===== config.mk =====
export PLATFORM = sky130hd
export DESIGN_NAME = synth_output_config_regs
export DESIGN_NICKNAME = d
export VERILOG_FILES = /design/src/verilog/synth_cfg_pkg.sv /design/src/verilog/synth_output_config_regs.sv
export SDC_FILE = /design/constraint.sdc
export NUM_CORES = 1
export LEC_CHECK = 0
export BUFFER_PORTS_ARGS = -buffer_cell sky130_fd_sc_hd__clkbuf_2
export CORE_UTILIZATION = 41
export DETAILED_ROUTE_END_ITERATION = 10
export SLEW_MARGIN = 20
export SYNTH_ARGS = -nofsm -noshare
export SYNTH_HDL_FRONTEND = slang
export SYNTH_SLANG_ARGS = --single-unit

===== constraint.sdc =====
create_clock -name sys_clk -period 15.38 [get_ports sys_clk]
set_input_delay 3.076 -clock sys_clk [delete_from_list [all_inputs] [get_ports sys_clk]]
set_output_delay 3.076 -clock sys_clk [all_outputs]
set_load 0.02 [all_outputs]

===== src/verilog/synth_cfg_pkg.sv =====
package synth_cfg_pkg;

  localparam int ADDR_W = 8;
  localparam int DATA_W = 32;
  localparam int REG_W  = 8;

  // Register indices, used directly as bus addresses (no scaling by four)
  localparam logic [9:0] IDX_LOCK_STATE    = 10'h028;
  localparam logic [9:0] IDX_RSVD_29       = 10'h029;
  localparam logic [9:0] IDX_P_OUT_EN      = 10'h036;
  localparam logic [9:0] IDX_P_GEN         = 10'h037;
  localparam logic [9:0] IDX_P_MULT_LO     = 10'h038;
  localparam logic [9:0] IDX_P_MULT_HI     = 10'h039;
  localparam logic [9:0] IDX_P_CLK_COARSE  = 10'h03A;
  localparam logic [9:0] IDX_P_FINE_ALIGN  = 10'h03D;
  localparam logic [9:0] IDX_P_RATE        = 10'h03E;
  localparam logic [9:0] IDX_P_STYLE       = 10'h03F;
  localparam logic [9:0] IDX_P_FDLY_LO     = 10'h040;
  localparam logic [9:0] IDX_P_FDLY_HI     = 10'h041;
  localparam logic [9:0] IDX_P_CDLY        = 10'h042;
  localparam logic [9:0] IDX_L_OUT_EN      = 10'h050;
  localparam logic [9:0] IDX_L_GEN         = 10'h051;
  localparam logic [9:0] IDX_L_DIV         = 10'h052;
  localparam logic [9:0] IDX_L_CLK_COARSE  = 10'h053;
  localparam logic [9:0] IDX_L_FINE_ALIGN  = 10'h055;
  localparam logic [9:0] IDX_L_RATE        = 10'h056;
  localparam logic [9:0] IDX_L_STYLE       = 10'h057;
  localparam logic [9:0] IDX_L_FDLY_LO     = 10'h058;
  localparam logic [9:0] IDX_L_FDLY_HI     = 10'h059;
  localparam logic [9:0] IDX_L_CDLY        = 10'h05A;
  localparam logic [9:0] IDX_DIFF_CTRL     = 10'h060;
  localparam logic [9:0] IDX_DIFF_FREQ     = 10'h061;
  localparam logic [9:0] IDX_FB_FINE       = 10'h063;
  localparam logic [9:0] IDX_SRC_SEL       = 10'h065;
  localparam logic [9:0] IDX_A_MULT_LO     = 10'h067;
  localparam logic [9:0] IDX_A_MULT_HI     = 10'h068;
  localparam logic [9:0] IDX_A_SCM_LO      = 10'h069;
  localparam logic [9:0] IDX_A_SCM_HI      = 10'h06A;
  localparam logic [9:0] IDX_A_FMON_LSB    = 10'h06B;

  localparam int NUM_REGS = 32;

  typedef logic [9:0] idx_t;

  // Table of mapped registers: index and reset value, slot 0 is the read-only status
  localparam idx_t REG_IDX [NUM_REGS] = '{
    IDX_LOCK_STATE, IDX_RSVD_29, IDX_P_OUT_EN, IDX_P_GEN, IDX_P_MULT_LO, IDX_P_MULT_HI,
    IDX_P_CLK_COARSE, IDX_P_FINE_ALIGN, IDX_P_RATE, IDX_P_STYLE, IDX_P_FDLY_LO,
    IDX_P_FDLY_HI, IDX_P_CDLY, IDX_L_OUT_EN, IDX_L_GEN, IDX_L_DIV, IDX_L_CLK_COARSE,
    IDX_L_FINE_ALIGN, IDX_L_RATE, IDX_L_STYLE, IDX_L_FDLY_LO, IDX_L_FDLY_HI, IDX_L_CDLY,
    IDX_DIFF_CTRL, IDX_DIFF_FREQ, IDX_FB_FINE, IDX_SRC_SEL, IDX_A_MULT_LO, IDX_A_MULT_HI,
    IDX_A_SCM_LO, IDX_A_SCM_HI, IDX_A_FMON_LSB};

  localparam logic [7:0] RST_LOCK_STATE = 8'h04;
  localparam logic [7:0] REG_RST [NUM_REGS] = '{
    RST_LOCK_STATE, 8'h03, 8'h8F, 8'h0F, 8'h00, 8'h01, 8'h00, 8'h00, 8'h05, 8'h83, 8'h00,
    8'h00, 8'h00, 8'h8F, 8'h0F, 8'h42, 8'h00, 8'h00, 8'h05, 8'h23, 8'h00, 8'h00, 8'h00,
    8'hA3, 8'h53, 8'hF5, 8'h00, 8'h00, 8'h00, 8'h00, 8'h00, 8'h00};

  // Slot numbers within the table
  localparam int S_LOCK = 0;
  localparam int S_P_EN = 2;
  localparam int S_P_GEN = 3;
  localparam int S_P_MLO = 4;
  localparam int S_P_MHI = 5;
  localparam int S_P_CC = 6;
  localparam int S_P_FA = 7;
  localparam int S_P_RATE = 8;
  localparam int S_P_STY = 9;
  localparam int S_P_FLO = 10;
  localparam int S_P_FHI = 11;
  localparam int S_P_CD = 12;
  localparam int S_L_EN = 13;
  localparam int S_L_GEN = 14;
  localparam int S_L_DIV = 15;
  localparam int S_L_CC = 16;
  localparam int S_L_FA = 17;
  localparam int S_L_RATE = 18;
  localparam int S_L_STY = 19;
  localparam int S_L_FLO = 20;
  localparam int S_L_FHI = 21;
  localparam int S_L_CD = 22;
  localparam int S_D_CTL = 23;
  localparam int S_D_SEL = 24;
  localparam int S_FB = 25;
  localparam int S_SRC = 26;
  localparam int S_A_MLO = 27;
  localparam int S_A_MHI = 28;
  localparam int S_A_SLO = 29;
  localparam int S_A_SHI = 30;
  localparam int S_A_FLO = 31;

  // Field positions
  localparam int EN_CLK_BIT = 0;
  localparam int EN_PULSE_BIT = 1;
  localparam int MULT_HI_W = 6;
  localparam int SRC_FIELD_W = 2;
  localparam int NUM_REFS = 3;
  localparam logic [1:0] SRC_AUTO = 2'h0;
  localparam logic [1:0] SRC_CUSTOM_A = 2'h1;
  localparam logic [1:0] SRC_CUSTOM_B = 2'h2;

  typedef struct packed {
    logic        clk_en;
    logic        pulse_en;
    logic        clk_run;
    logic        pulse_run;
    logic [7:0]  clk_coarse;
    logic [7:0]  fine_align;
    logic [7:0]  pulse_rate;
    logic [7:0]  pulse_style;
    logic [15:0] pulse_fine_delay;
    logic [7:0]  pulse_coarse_delay;
  } synth_cfg_s;

  typedef struct packed {
    logic [13:0] mult;
    logic [7:0]  single_cycle_low;
    logic [7:0]  single_cycle_high;
    logic [7:0]  freq_mon_low_lsb;
  } custom_set_s;

endpackage : synth_cfg_pkg


===== src/verilog/synth_output_config_regs.sv =====
`timescale 1ns/1ps
// Function
// RULE1: Programmable frequency is 14-bit N times 8k
// RULE2: Programmable pulse fine delay, 16-bit, split bytes
// RULE3: Each pulse has coarse delay in 8k periods
// RULE4: Line pulse fine delay, 16-bit, split bytes
// RULE5: Enable bits for programmable clock and pulse
// RULE6: Run register gates programmable generation separately
// RULE7: Enable bits for line clock and pulse
// RULE8: Run register gates line generation
// RULE9: Line divider select resets to 42h
// RULE10: Both clocks have coarse phase, reset zero
// RULE11: Three fine align registers, feedback resets F5h
// RULE12: Pulse rate registers reset to 05h
// RULE13: Pulse style registers reset 23h and 83h
// RULE14: Differential control A3h, frequency select 53h
// RULE15: Per-reference monitor source select, reset automatic
// RULE16: Custom set A holds 14-bit N
// RULE17: Custom set A single-cycle low/high limits
// RULE18: Custom set A frequency monitor low byte
// RULE19: Lock status read-only, reads 04h at reset
// RULE20: Host leaves reserved locations at defaults
module synth_output_config_regs
  import synth_cfg_pkg::*;
(
  input  wire logic                sys_clk,
  input  wire logic                nrst,
  input  wire logic [ADDR_W-1:0]   avs_address,
  input  wire logic                avs_read,
  input  wire logic                avs_write,
  input  wire logic [DATA_W-1:0]   avs_writedata,
  input  wire logic [3:0]          avs_byteenable,
  output logic [DATA_W-1:0]        avs_readdata,
  output logic                     avs_waitrequest,
  input  wire logic [7:0]          loop_lock_state_in,
  output synth_cfg_s               prog_cfg,
  output synth_cfg_s               line_cfg,
  output logic [13:0]              prog_mult,
  output logic [7:0]               line_div_sel,
  output logic [7:0]               diff_ctrl,
  output logic [7:0]               diff_freq_sel,
  output logic [7:0]               feedback_fine,
  output logic [NUM_REFS*2-1:0]    ref_mon_source,
  output custom_set_s              custom_set_a
);

  logic             rst_sync1_ff;
  logic             rst_sync2_ff;
  logic             srst_n;
  logic [7:0]       regs_ff [NUM_REGS];
  logic             wait_ff;
  logic [DATA_W-1:0] rdata_ff;
  int               hit_slot;
  logic             wr_go;
  logic             rd_hit;

  always_ff @(posedge sys_clk or negedge nrst) begin
    if (!nrst) begin
      rst_sync1_ff <= 1'b0;
      rst_sync2_ff <= 1'b0;
    end else begin
      rst_sync1_ff <= 1'b1;
      rst_sync2_ff <= rst_sync1_ff;
    end
  end
  assign srst_n = rst_sync2_ff;

  // The address is the register index itself, so the whole map up to FFh is reachable
  function automatic int slot_of(input logic [ADDR_W-1:0] a);
    int s;
    s = -1;
    for (int i = 0; i < NUM_REGS; i++) begin
      if (REG_IDX[i] == {2'b00, a}) begin
        s = i;
      end
    end
    return s;
  endfunction : slot_of

  function automatic logic [13:0] mult_of(input logic [7:0] hi, input logic [7:0] lo);
    return {hi[MULT_HI_W-1:0], lo};
  endfunction : mult_of

  function automatic synth_cfg_s cfg_of(input logic [7:0] r [NUM_REGS],
                                        input int en, input int gen, input int cc,
                                        input int fa, input int rt, input int st,
                                        input int flo, input int fhi, input int cd);
    synth_cfg_s c;
    c.clk_en             = r[en][EN_CLK_BIT];
    c.pulse_en           = r[en][EN_PULSE_BIT];
    c.clk_run            = r[gen][EN_CLK_BIT];
    c.pulse_run          = r[gen][EN_PULSE_BIT];
    c.clk_coarse         = r[cc];
    c.fine_align         = r[fa];
    c.pulse_rate         = r[rt];
    c.pulse_style        = r[st];
    c.pulse_fine_delay   = {r[fhi], r[flo]};
    c.pulse_coarse_delay = r[cd];
    return c;
  endfunction : cfg_of

  // Output stage resets to the register defaults, so no output ever shows
  // a value that the registers never held
  localparam synth_cfg_s  PROG_RST = cfg_of(REG_RST, S_P_EN, S_P_GEN, S_P_CC, S_P_FA,
                                            S_P_RATE, S_P_STY, S_P_FLO, S_P_FHI, S_P_CD);
  localparam synth_cfg_s  LINE_RST = cfg_of(REG_RST, S_L_EN, S_L_GEN, S_L_CC, S_L_FA,
                                            S_L_RATE, S_L_STY, S_L_FLO, S_L_FHI, S_L_CD);
  localparam logic [13:0] PROG_MULT_RST = mult_of(REG_RST[S_P_MHI], REG_RST[S_P_MLO]);
  localparam custom_set_s SET_A_RST = '{
    mult:              mult_of(REG_RST[S_A_MHI], REG_RST[S_A_MLO]),
    single_cycle_low:  REG_RST[S_A_SLO],
    single_cycle_high: REG_RST[S_A_SHI],
    freq_mon_low_lsb:  REG_RST[S_A_FLO]};

  assign hit_slot = slot_of(avs_address);
  // Write lands at the edge that ends the acknowledge cycle; a held request stores again every second cycle
  assign wr_go    = avs_write && !wait_ff && hit_slot > S_LOCK && avs_byteenable[0];
  assign rd_hit   = hit_slot >= 0;

  // One wait cycle, then acknowledge; gives registered read data
  always_ff @(posedge sys_clk or negedge srst_n) begin
    if (!srst_n) begin
      wait_ff  <= 1'b1;
      rdata_ff <= '0;
    end else begin
      wait_ff  <= !((avs_read || avs_write) && wait_ff);
      rdata_ff <= (avs_read && rd_hit) ? {24'h0, regs_ff[hit_slot < 0 ? 0 : hit_slot]}
                                      : '0;
    end
  end
  assign avs_waitrequest = wait_ff;
  assign avs_readdata    = rdata_ff;

  always_ff @(posedge sys_clk or negedge srst_n) begin
    if (!srst_n) begin
      for (int i = 0; i < NUM_REGS; i++) regs_ff[i] <= REG_RST[i]; // RULE9 RULE12 RULE13 RULE14
    end else begin
      regs_ff[S_LOCK] <= loop_lock_state_in; // RULE19
      if (wr_go) begin
        regs_ff[hit_slot] <= avs_writedata[7:0];
      end
    end
  end

  always_ff @(posedge sys_clk or negedge srst_n) begin
    if (!srst_n) begin
      prog_cfg <= PROG_RST;
      line_cfg <= LINE_RST;
      prog_mult <= PROG_MULT_RST; // RULE1
      line_div_sel <= REG_RST[S_L_DIV]; // RULE9
      diff_ctrl <= REG_RST[S_D_CTL]; // RULE14
      diff_freq_sel <= REG_RST[S_D_SEL]; // RULE14
      feedback_fine <= REG_RST[S_FB]; // RULE11
      ref_mon_source <= REG_RST[S_SRC][NUM_REFS*2-1:0]; // RULE15
      custom_set_a <= SET_A_RST;
    end else begin
      prog_cfg.clk_en <= regs_ff[S_P_EN][EN_CLK_BIT]; // RULE5
      prog_cfg.pulse_en <= regs_ff[S_P_EN][EN_PULSE_BIT]; // RULE5
      prog_cfg.clk_run <= regs_ff[S_P_GEN][EN_CLK_BIT]; // RULE6
      prog_cfg.pulse_run <= regs_ff[S_P_GEN][EN_PULSE_BIT]; // RULE6
      prog_cfg.clk_coarse <= regs_ff[S_P_CC]; // RULE10
      prog_cfg.fine_align <= regs_ff[S_P_FA]; // RULE11
      prog_cfg.pulse_rate <= regs_ff[S_P_RATE]; // RULE12
      prog_cfg.pulse_style <= regs_ff[S_P_STY]; // RULE13
      prog_cfg.pulse_fine_delay <= {regs_ff[S_P_FHI], regs_ff[S_P_FLO]}; // RULE2
      prog_cfg.pulse_coarse_delay <= regs_ff[S_P_CD]; // RULE3
      line_cfg.clk_en <= regs_ff[S_L_EN][EN_CLK_BIT]; // RULE7
      line_cfg.pulse_en <= regs_ff[S_L_EN][EN_PULSE_BIT]; // RULE7
      line_cfg.clk_run <= regs_ff[S_L_GEN][EN_CLK_BIT]; // RULE8
      line_cfg.pulse_run <= regs_ff[S_L_GEN][EN_PULSE_BIT]; // RULE8
      line_cfg.clk_coarse <= regs_ff[S_L_CC]; // RULE10
      line_cfg.fine_align <= regs_ff[S_L_FA]; // RULE11
      line_cfg.pulse_rate <= regs_ff[S_L_RATE]; // RULE12
      line_cfg.pulse_style <= regs_ff[S_L_STY]; // RULE13
      line_cfg.pulse_fine_delay <= {regs_ff[S_L_FHI], regs_ff[S_L_FLO]}; // RULE4
      line_cfg.pulse_coarse_delay <= regs_ff[S_L_CD]; // RULE3
      prog_mult <= {regs_ff[S_P_MHI][MULT_HI_W-1:0], regs_ff[S_P_MLO]}; // RULE1
      line_div_sel <= regs_ff[S_L_DIV]; // RULE9
      diff_ctrl <= regs_ff[S_D_CTL]; // RULE14
      diff_freq_sel <= regs_ff[S_D_SEL]; // RULE14
      feedback_fine <= regs_ff[S_FB]; // RULE11
      ref_mon_source <= regs_ff[S_SRC][NUM_REFS*2-1:0]; // RULE15
      custom_set_a.mult <= {regs_ff[S_A_MHI][MULT_HI_W-1:0], regs_ff[S_A_MLO]}; // RULE16
      custom_set_a.single_cycle_low <= regs_ff[S_A_SLO]; // RULE17
      custom_set_a.single_cycle_high <= regs_ff[S_A_SHI]; // RULE17
      custom_set_a.freq_mon_low_lsb <= regs_ff[S_A_FLO]; // RULE18
    end
  end
endmodule : synth_output_config_regs


# [Yosys cells after proc, flatten, opt, wreduce, memory -nomap -nowiden]
# Index checks and enable logic that the tools add are counted.
[op_classes] n_addsub=0 mul=0 n_div=0 order_cmp=6 eq_ne=32 n_shift=0 muxes=41 n_bitwise=2 n_reduce_logical=9
[ops] operator="32-bit two-way mux" n=33
[ops] operator="256-bit bitwise mux" n=1
[ops] operator="256-bit two-way mux" n=1
[ops] operator="7-bit by 8-bit equality test with 1-bit output (first input constant)" n=22
[ops] operator="6-bit by 8-bit equality test with 1-bit output (first input constant)" n=10
[ops] operator="32-bit by 6-bit >= comparator with 1-bit output (second input constant)" n=2
[ops] operator="32-bit by 1-bit < comparator with 1-bit output (second input constant)" n=2
[ops] operator="32-bit inverter" n=2
[ops] operator="8-bit binary-select mux with 5-bit select" n=1
[ops] operator="8-bit demux with 5-bit select" n=1
[ops] operator="32-bit by 1-bit >= comparator with 1-bit output (second input constant)" n=1
[ops] operator="32-bit by 1-bit greater-than comparator with 1-bit output (second input constant)" n=1
[ops] operator="8-bit two-way mux" n=4
[ops] operator="1-bit logical AND" n=6
[ops] operator="1-bit logical NOT" n=2
[ops] operator="1-bit logical OR" n=1
[word_totals] ff_bits=477 latch_bits=0 mem_bits_rw=0 rom_bits=0 word_cells=156 memories=0

# [Longest topological paths before layout]
# Gate-level depths: netlist (run 1).
[depth] depth_word=40 depth_mapped=14 mapped_depth_nobuf=9

# [Least setup slack after synthesis (run 1)]
# No wires, ideal clock.
[synth_timing] kind="input -> register" from="input port avs_address[6]" to="register with a tool-made name" setup_ps=125 arrival_time_ps=5534 t_required_ps=15255 slack_ps=9722 path_stages=10 path_buffers=1 path_cell_list="buf_2 -> or3b_1 -> a2111oi_0 -> nor3_1 -> nand3_2 -> nor2_1 -> a211oi_4 -> nand3b_2 -> nor2_4 -> mux2_2"
[synth_lines] element="from (decl)" line_no="synth_output_config_regs.sv:28" source="input wire logic [ADDR_W-1:0] avs_address,"

==> impl_results.md, run 1 <==
- Status: finished, final reports clean
- WL/cell: 23.2 um
- Worst-path clk slew: 0.06 ns
- Total wire length: between 50 and 60 mm
- Maximum clock frequency: roughly 140 MHz
- EDFF count, synth: 0
- Clk Latency, worst-skew pair: slightly below 0.6 ns
- Worst path cell trace: clkbuf_2 > and4bb_2 > a22o_1 > a211o_1 > nor4b_2 > buf_4 > and2_2 > buf_4 > nand2_2 > nor2_2 > mux2_2
- Clock buffer count from CTS: between 40 and 50
- I/O Buffers: between 200 and 250
- Post-DP HPWL: 34.2 mm
- Area grow syn2layout: 17.7%
- Depth of the worst register-to-register path: 2
- Ratio of cells with drive above 1 in the final layout: 42.9%
- Multi-input gate area: between 6000 and 7000 um2
- Post-synthesis async set-or-reset flop share: 100%
- Sequential share of the synthesized area: between 60% and 70%
- Total GRT Usage: 22.2%
- Slew margin rel.: approximately a third
- Clk sink count: 477
- Initial antenna violation count: 0
- CP Launch Type: primary input
- Synth cell count leaders: dfrtp_1 (393), mux2_2 (213), nand2_1 (114)
- Cell area after synthesis: around 19,000 um2
- Antenna diode count: 0
- Critical Path End Type: flip-flop
- TNS Setup: 0 ns
- Leak: 0.0109 uW
- Synth top area cells: dfrtp_1 (53%), mux2_2 (13%), dfstp_2 (12%), mux2i_1 (2.9%), mux2_1 (2.3%)
- CTS Buffer Depth: 3
- Unrepaired setup endpoints after global routing: no
- Slowest cell on crit path: buf_4
- Max Cap Violations: 0
- DRT iter0 DRCs: 1,065
- Critical path's top delay family: simple AND/OR/NAND/NOR gates
- Most used cell, CP: buf_4
- Count leader, synth: dfrtp_1
- DR DRC count: 0
- Cell Pwr Density: between 100 and 150 nW/um2
- CP Max Fanout: 60
- Worst setup path class: primary input to flip-flop
- Routability cong.: 0.780
- Reg2reg end: custom_set_a[25]
- Cts hold-fix bufs: 0
- FF-to-FF setup slack: 12.87 ns
- IO Pins: about 300
- DRT Pass-1 Iters: 5
- Die outline height: ~220 um
- Die area: about 46,000 um2
- Post-Synthesis Cells: 1,343
- Final hold viol count: 0
- Drt via density: around 5.3
- Period utilisation layout: a little under half
- Post_cts resized: 0
- Core area: between 40,000 and 50,000 um2
- Pin count of the biggest net entering global routing: 87
- Crit Reg-Reg Startpoint: rst_sync2_ff
- CP peak stage delay: 0.70 ns
- Slew Limit Fails: 0
- Clock root cell: clkbuf_16
- Final setup fails: 0
- Class of the worst hold path: flip-flop to asynchronous set/reset pin
- # rows: 77
- Clock skew: about 0.025 ns
- Critical path depth in cells: 11
- Cell taking the most area after synthesis: dfrtp_1
- Initial Utilization: about two fifths
- Prevailing post-synth register cell: dfrtp_1
- Die Span X: ~220 um
- CTS tree: done
- Yosys cell types: 68
- Nets: around 1,600
- Layout Cells excl Fill: between 2,000 and 2,500
- H-tree depth: 2
- ANT nets after route: 0
- Post-synthesis sequential element count: roughly 480
- FF/Latch Area: 12,000 um2
- Total congestion overflow: 0
- Synth warn: 0
- Inst Count DP: ~2,100
- Share of the synthesized area in the top cell type: 52.7%
- Via Count: between 10,000 and 15,000
- VDD IR-drop max: 0.0687 mV
- Least-Margin Pin Slew: 0.981 ns
- First-pass GRT wire length: about 76 mm
- Worst setup path startpoint: avs_address[5]
- Vias in the first global route: around 12,000
- Filler instances: around 3,900
- Critical path buffers and inverters: 3
- CP Data Required Time: 15.85 ns
- Post-CTS Setup Inserts: 0
- CP arrival: 7.54 ns
- Tmin final: roughly 7 ns
- Mapped Avg Cell Area: ~14 um2
per-layer routing:
metal  track usage [%]  share of wire [%]  vias up
li1                  -                  -     5121
met1              30.9                 44     6018
met2              35.3                 48      338
met3              4.00                4.8       88
met4              7.23                3.1        0
met5                 0                  0        -
cell usage in the layout, fill, tap and decap left out, types with 38 or more instances in the layout:
cell and count:
nand3_1 40, nand2_1 113, clkbuf_16 51, dfstp_2 84, dfrtp_1 392, mux2_1 38, mux2_2 213, mux2i_1 55
a211oi_1 38, clkbuf_2 247
metrics by stage:
step                area (um2)  total power, uW  util (%)  hold slack (ns)  setup WS (ns)
floorplan                18800             1390         -            0.331           1.25
global placement         20300             1420      45.5            0.278           7.74
detailed placement       20300             1430      45.5            0.285           7.71
CTS                      22000             2640      49.2            0.278           8.33
global route             22000             2700      49.2            0.305           8.07
finish                   22000             2600      49.2            0.267           8.31
cells by family after synthesis:
logic type,share of synthesized area (%)
other,0.0402
DFF,64.5
AOI/OAI and AO/OA,4.88
xor gates and xnor gates,0.0939
and+or+nand+nor,9.31
buffers and inverters,3.02
muxes,18.1
adders and majority gates,0.0536
power breakdown:
group	leakage (uW)	switching [uW]	internal [uW]
Clock	0.000815	496	707
Sequential	0.00633	8.62	1270
Combinational	0.00378	97.0	28.1
worst min-delay path by stage:
| stage | from | endpoint | slack [ns] | cells past startpoint |
|---|---|---|---|---|
| finish | rst_sync2_ff | line_cfg[46] | 0.27 | 0 |
| global route | rst_sync2_ff | line_cfg[46] | 0.31 | 0 |
| CTS | rst_sync2_ff | line_cfg[46] | 0.28 | 0 |
| detailed placement | rst_sync2_ff | asynchronous set/reset pin | 0.29 | 0 |
| global placement | rst_sync2_ff | line_cfg[38] | 0.28 | 0 |
| floorplan | rst_sync1_ff | rst_sync2_ff | 0.33 | 0 |
layout make-up:
type,count,area share (%)
inverter,4,0.0684
sequential,477,54.8
timing repair buffer,261,6.12
clock inverter,25,1.16
tap,592,3.37
clock buffer,67,6.36
multi-input combinational,769,28.1
Power figures use the tool's default switching activity.
==> inputs of run 2 (changes only) <==
==> constraint.sdc (replaced) <==
create_clock -name sys_clk -period 6.8 [get_ports sys_clk]
set_input_delay 1.36 -clock sys_clk [delete_from_list [all_inputs] [get_ports sys_clk]]
set_output_delay 1.36 -clock sys_clk [all_outputs]
set_load 0.02 [all_outputs]
==> impl_results.md, run 2 (same netlist as run 1, synthesis figures left out) <==
- Die outline height: roughly 220 um
- Commonest cells after routing, fill and taps aside: dfrtp_1 (392), clkbuf_2 (247), mux2_2 (213)
- Ratio of cells with drive above 1 in the final layout: a little over two fifths
- FF/Latch Area: roughly 12,000 um2
- VDD IR-drop max: ~0.17 mV
- Net Switching: ~1400 uW
- Vias in the first global route: 11,900
- Drt via density: 5.29
- First-pass GRT wire length: ~77 mm
- Clock root cell: clkbuf_16
- WL/cell: roughly 23 um
- Slowest cell on crit path: and2_2
- Critical Path End Type: flip-flop
- Clock buffer count from CTS: 50
- Slew margin rel.: 38.3%
- I/O Buffers: 247
- CP Max Fanout: 27
- # rows: 77
- Maximum clock frequency: 203 MHz
- Depth of the worst register-to-register path: 5
- Overall Power: 5930 uW
- Final hold viol count: 0
- Die Span X: roughly 220 um
- Final setup fails: 0
- Worst path cell trace: clkbuf_2 > and4bb_2 > a22o_1 > a211o_1 > nor4b_2 > and2_2 > buf_4 > mux2i_1 > a211oi_1 > a31oi_1 > nand4_1
- Clk Latency, worst-skew pair: about 0.6 ns
- Via Count: around 12,000
- Post-route cell area: about 22,000 um2
- Total wire length: between 50 and 60 mm
- Most common cell after layout, fill and taps aside: dfrtp_1
- Cts hold-fix bufs: 0
- DRT iter0 DRCs: around 830
- Period utilisation layout: between 70% and 80%
- Total congestion overflow: 0
- Crit Reg-Reg Startpoint: avs_waitrequest
- Post-CTS Setup Inserts: 0
- Class of the worst hold path: flip-flop to asynchronous set/reset pin
- CP arrival: ~5.4 ns
- Slew Limit Fails: 0
- Clock skew: between 0.01 and 0.015 ns
- CP Launch Type: primary input
- Pin count of the biggest net entering global routing: ~190
- FF-to-FF setup slack: 4.40 ns
- CP Data Required Time: about 7.3 ns
- Combinational share of power: around 4.9%
- Die area: ~46,000 um2
- Unrepaired setup endpoints after global routing: no
- TNS Setup: 0 ns
- Core Util, Final: approximately half
- Critical path buffers and inverters: 2
- Initial antenna violation count: 0
- Post-DP HPWL: 34.1 mm
- Sw frac: a little under a quarter
- CP peak stage delay: 0.74 ns
- Tmin final: slightly below 5 ns
- Share of power burned in registers: 48.7%
- Worst-path clk slew: 0.06 ns
- H-tree depth: 2
- Routability cong.: just over 0.8
- CTS Buffer Depth: 3
- Least-Margin Pin Slew: between 0.9 and 1 ns
- Post_cts resized: 0
- Initial Utilization: between 40% and 50%
- Leak: roughly 0.011 uW
- Area grow syn2layout: 18.2%
- Filler instances: roughly 3,900
- Status: finished, final reports clean
- DRT Pass-1 Iters: 5
- Clk pwr share: between 40% and 50%
- Max Cap Violations: 0
- WHS: around 0.23 ns
- Antenna diode count: 0
- Cell Area, Placed: approximately 20,000 um2
- Clk sink count: ~480
- ANT nets after route: 0
- DR DRC count: 0
- Core area: approximately 45,000 um2
- Critical path's top delay family: simple AND/OR/NAND/NOR gates
- CTS tree: done
- P_int: approximately 4600 uW
- Cell Pwr Density: about 270 nW/um2
- Multi-input gate area: between 6000 and 7000 um2
- Total GRT Usage: between 20 and 25%
- IO Pins: 299
- Worst setup path class: primary input to flip-flop
- Nets: 1,619
run 2: cell types whose count changed in the layout (fill, tap and decap cells not counted), sizes merged:
cell and delta:
bufinv -1, clkinv -6, clkinvlp -1, inv +3, clkbuf +7
run 2: power by group through the flow:
stage,sequential [uW],clock (uW),combinational (uW)
finish,2890,2750,292
global route,2890,2940,319
detailed placement,2940,0,285
CTS,2890,2810,286
global placement,2940,0,281
floorplan,2980,0,154
run 2: metrics by stage:
| stage | cells | setup slack, ns |
|---|---|---|
| floorplan | 1366 | 2.19 |
| global placement | 2101 | 1.34 |
| detailed placement | 2101 | 1.34 |
| CTS | 2195 | 1.93 |
| global route | 2197 | 1.71 |
| finish | 2197 | 1.88 |
run 2: worst max-delay path by stage:
| stage | to | slack, ns | from | depth (start not counted) |
|---|---|---|---|---|
| final | avs_readdata[1] | 1.88 | avs_address[5] | 11 |
| after global routing | avs_readdata[3] | 1.71 | avs_address[1] | 11 |
| after CTS | avs_readdata[3] | 1.93 | avs_address[5] | 11 |
| after detailed placement | avs_readdata[3] | 1.34 | avs_address[5] | 11 |
| after global placement | avs_readdata[3] | 1.34 | avs_address[5] | 11 |
| after floorplan | asynchronous set/reset pin | 2.19 | rst_sync2_ff | 0 |
run 2: area by class of cell:
| type | count | area share [%] |
|---|---|---|
| well taps | 592 | 3.36 |
| repair buffers | 261 | 6.43 |
| flip-flops and latches | 477 | 54.6 |
| clock buffers | 74 | 6.63 |
| clock inverters | 20 | 0.953 |
| inverters | 4 | 0.0681 |
| multi-input cells | 769 | 28.0 |
run 2: metal layers:
layer	global-route usage, %	part of all wire [%]	up-vias
met3	3.96	5.9	82
li1	-	-	5149
met4	6.62	2.8	0
met1	31.1	44	5995
met5	0	0	-
met2	35.5	48	404
run 2: worst register-to-register path: cells and delay by family, from the launching register on:
kind	cells	cell delay [ns]
compound gates	1	0.40
flops	1	0.38
mux	1	0.40
simple gates	3	1.10
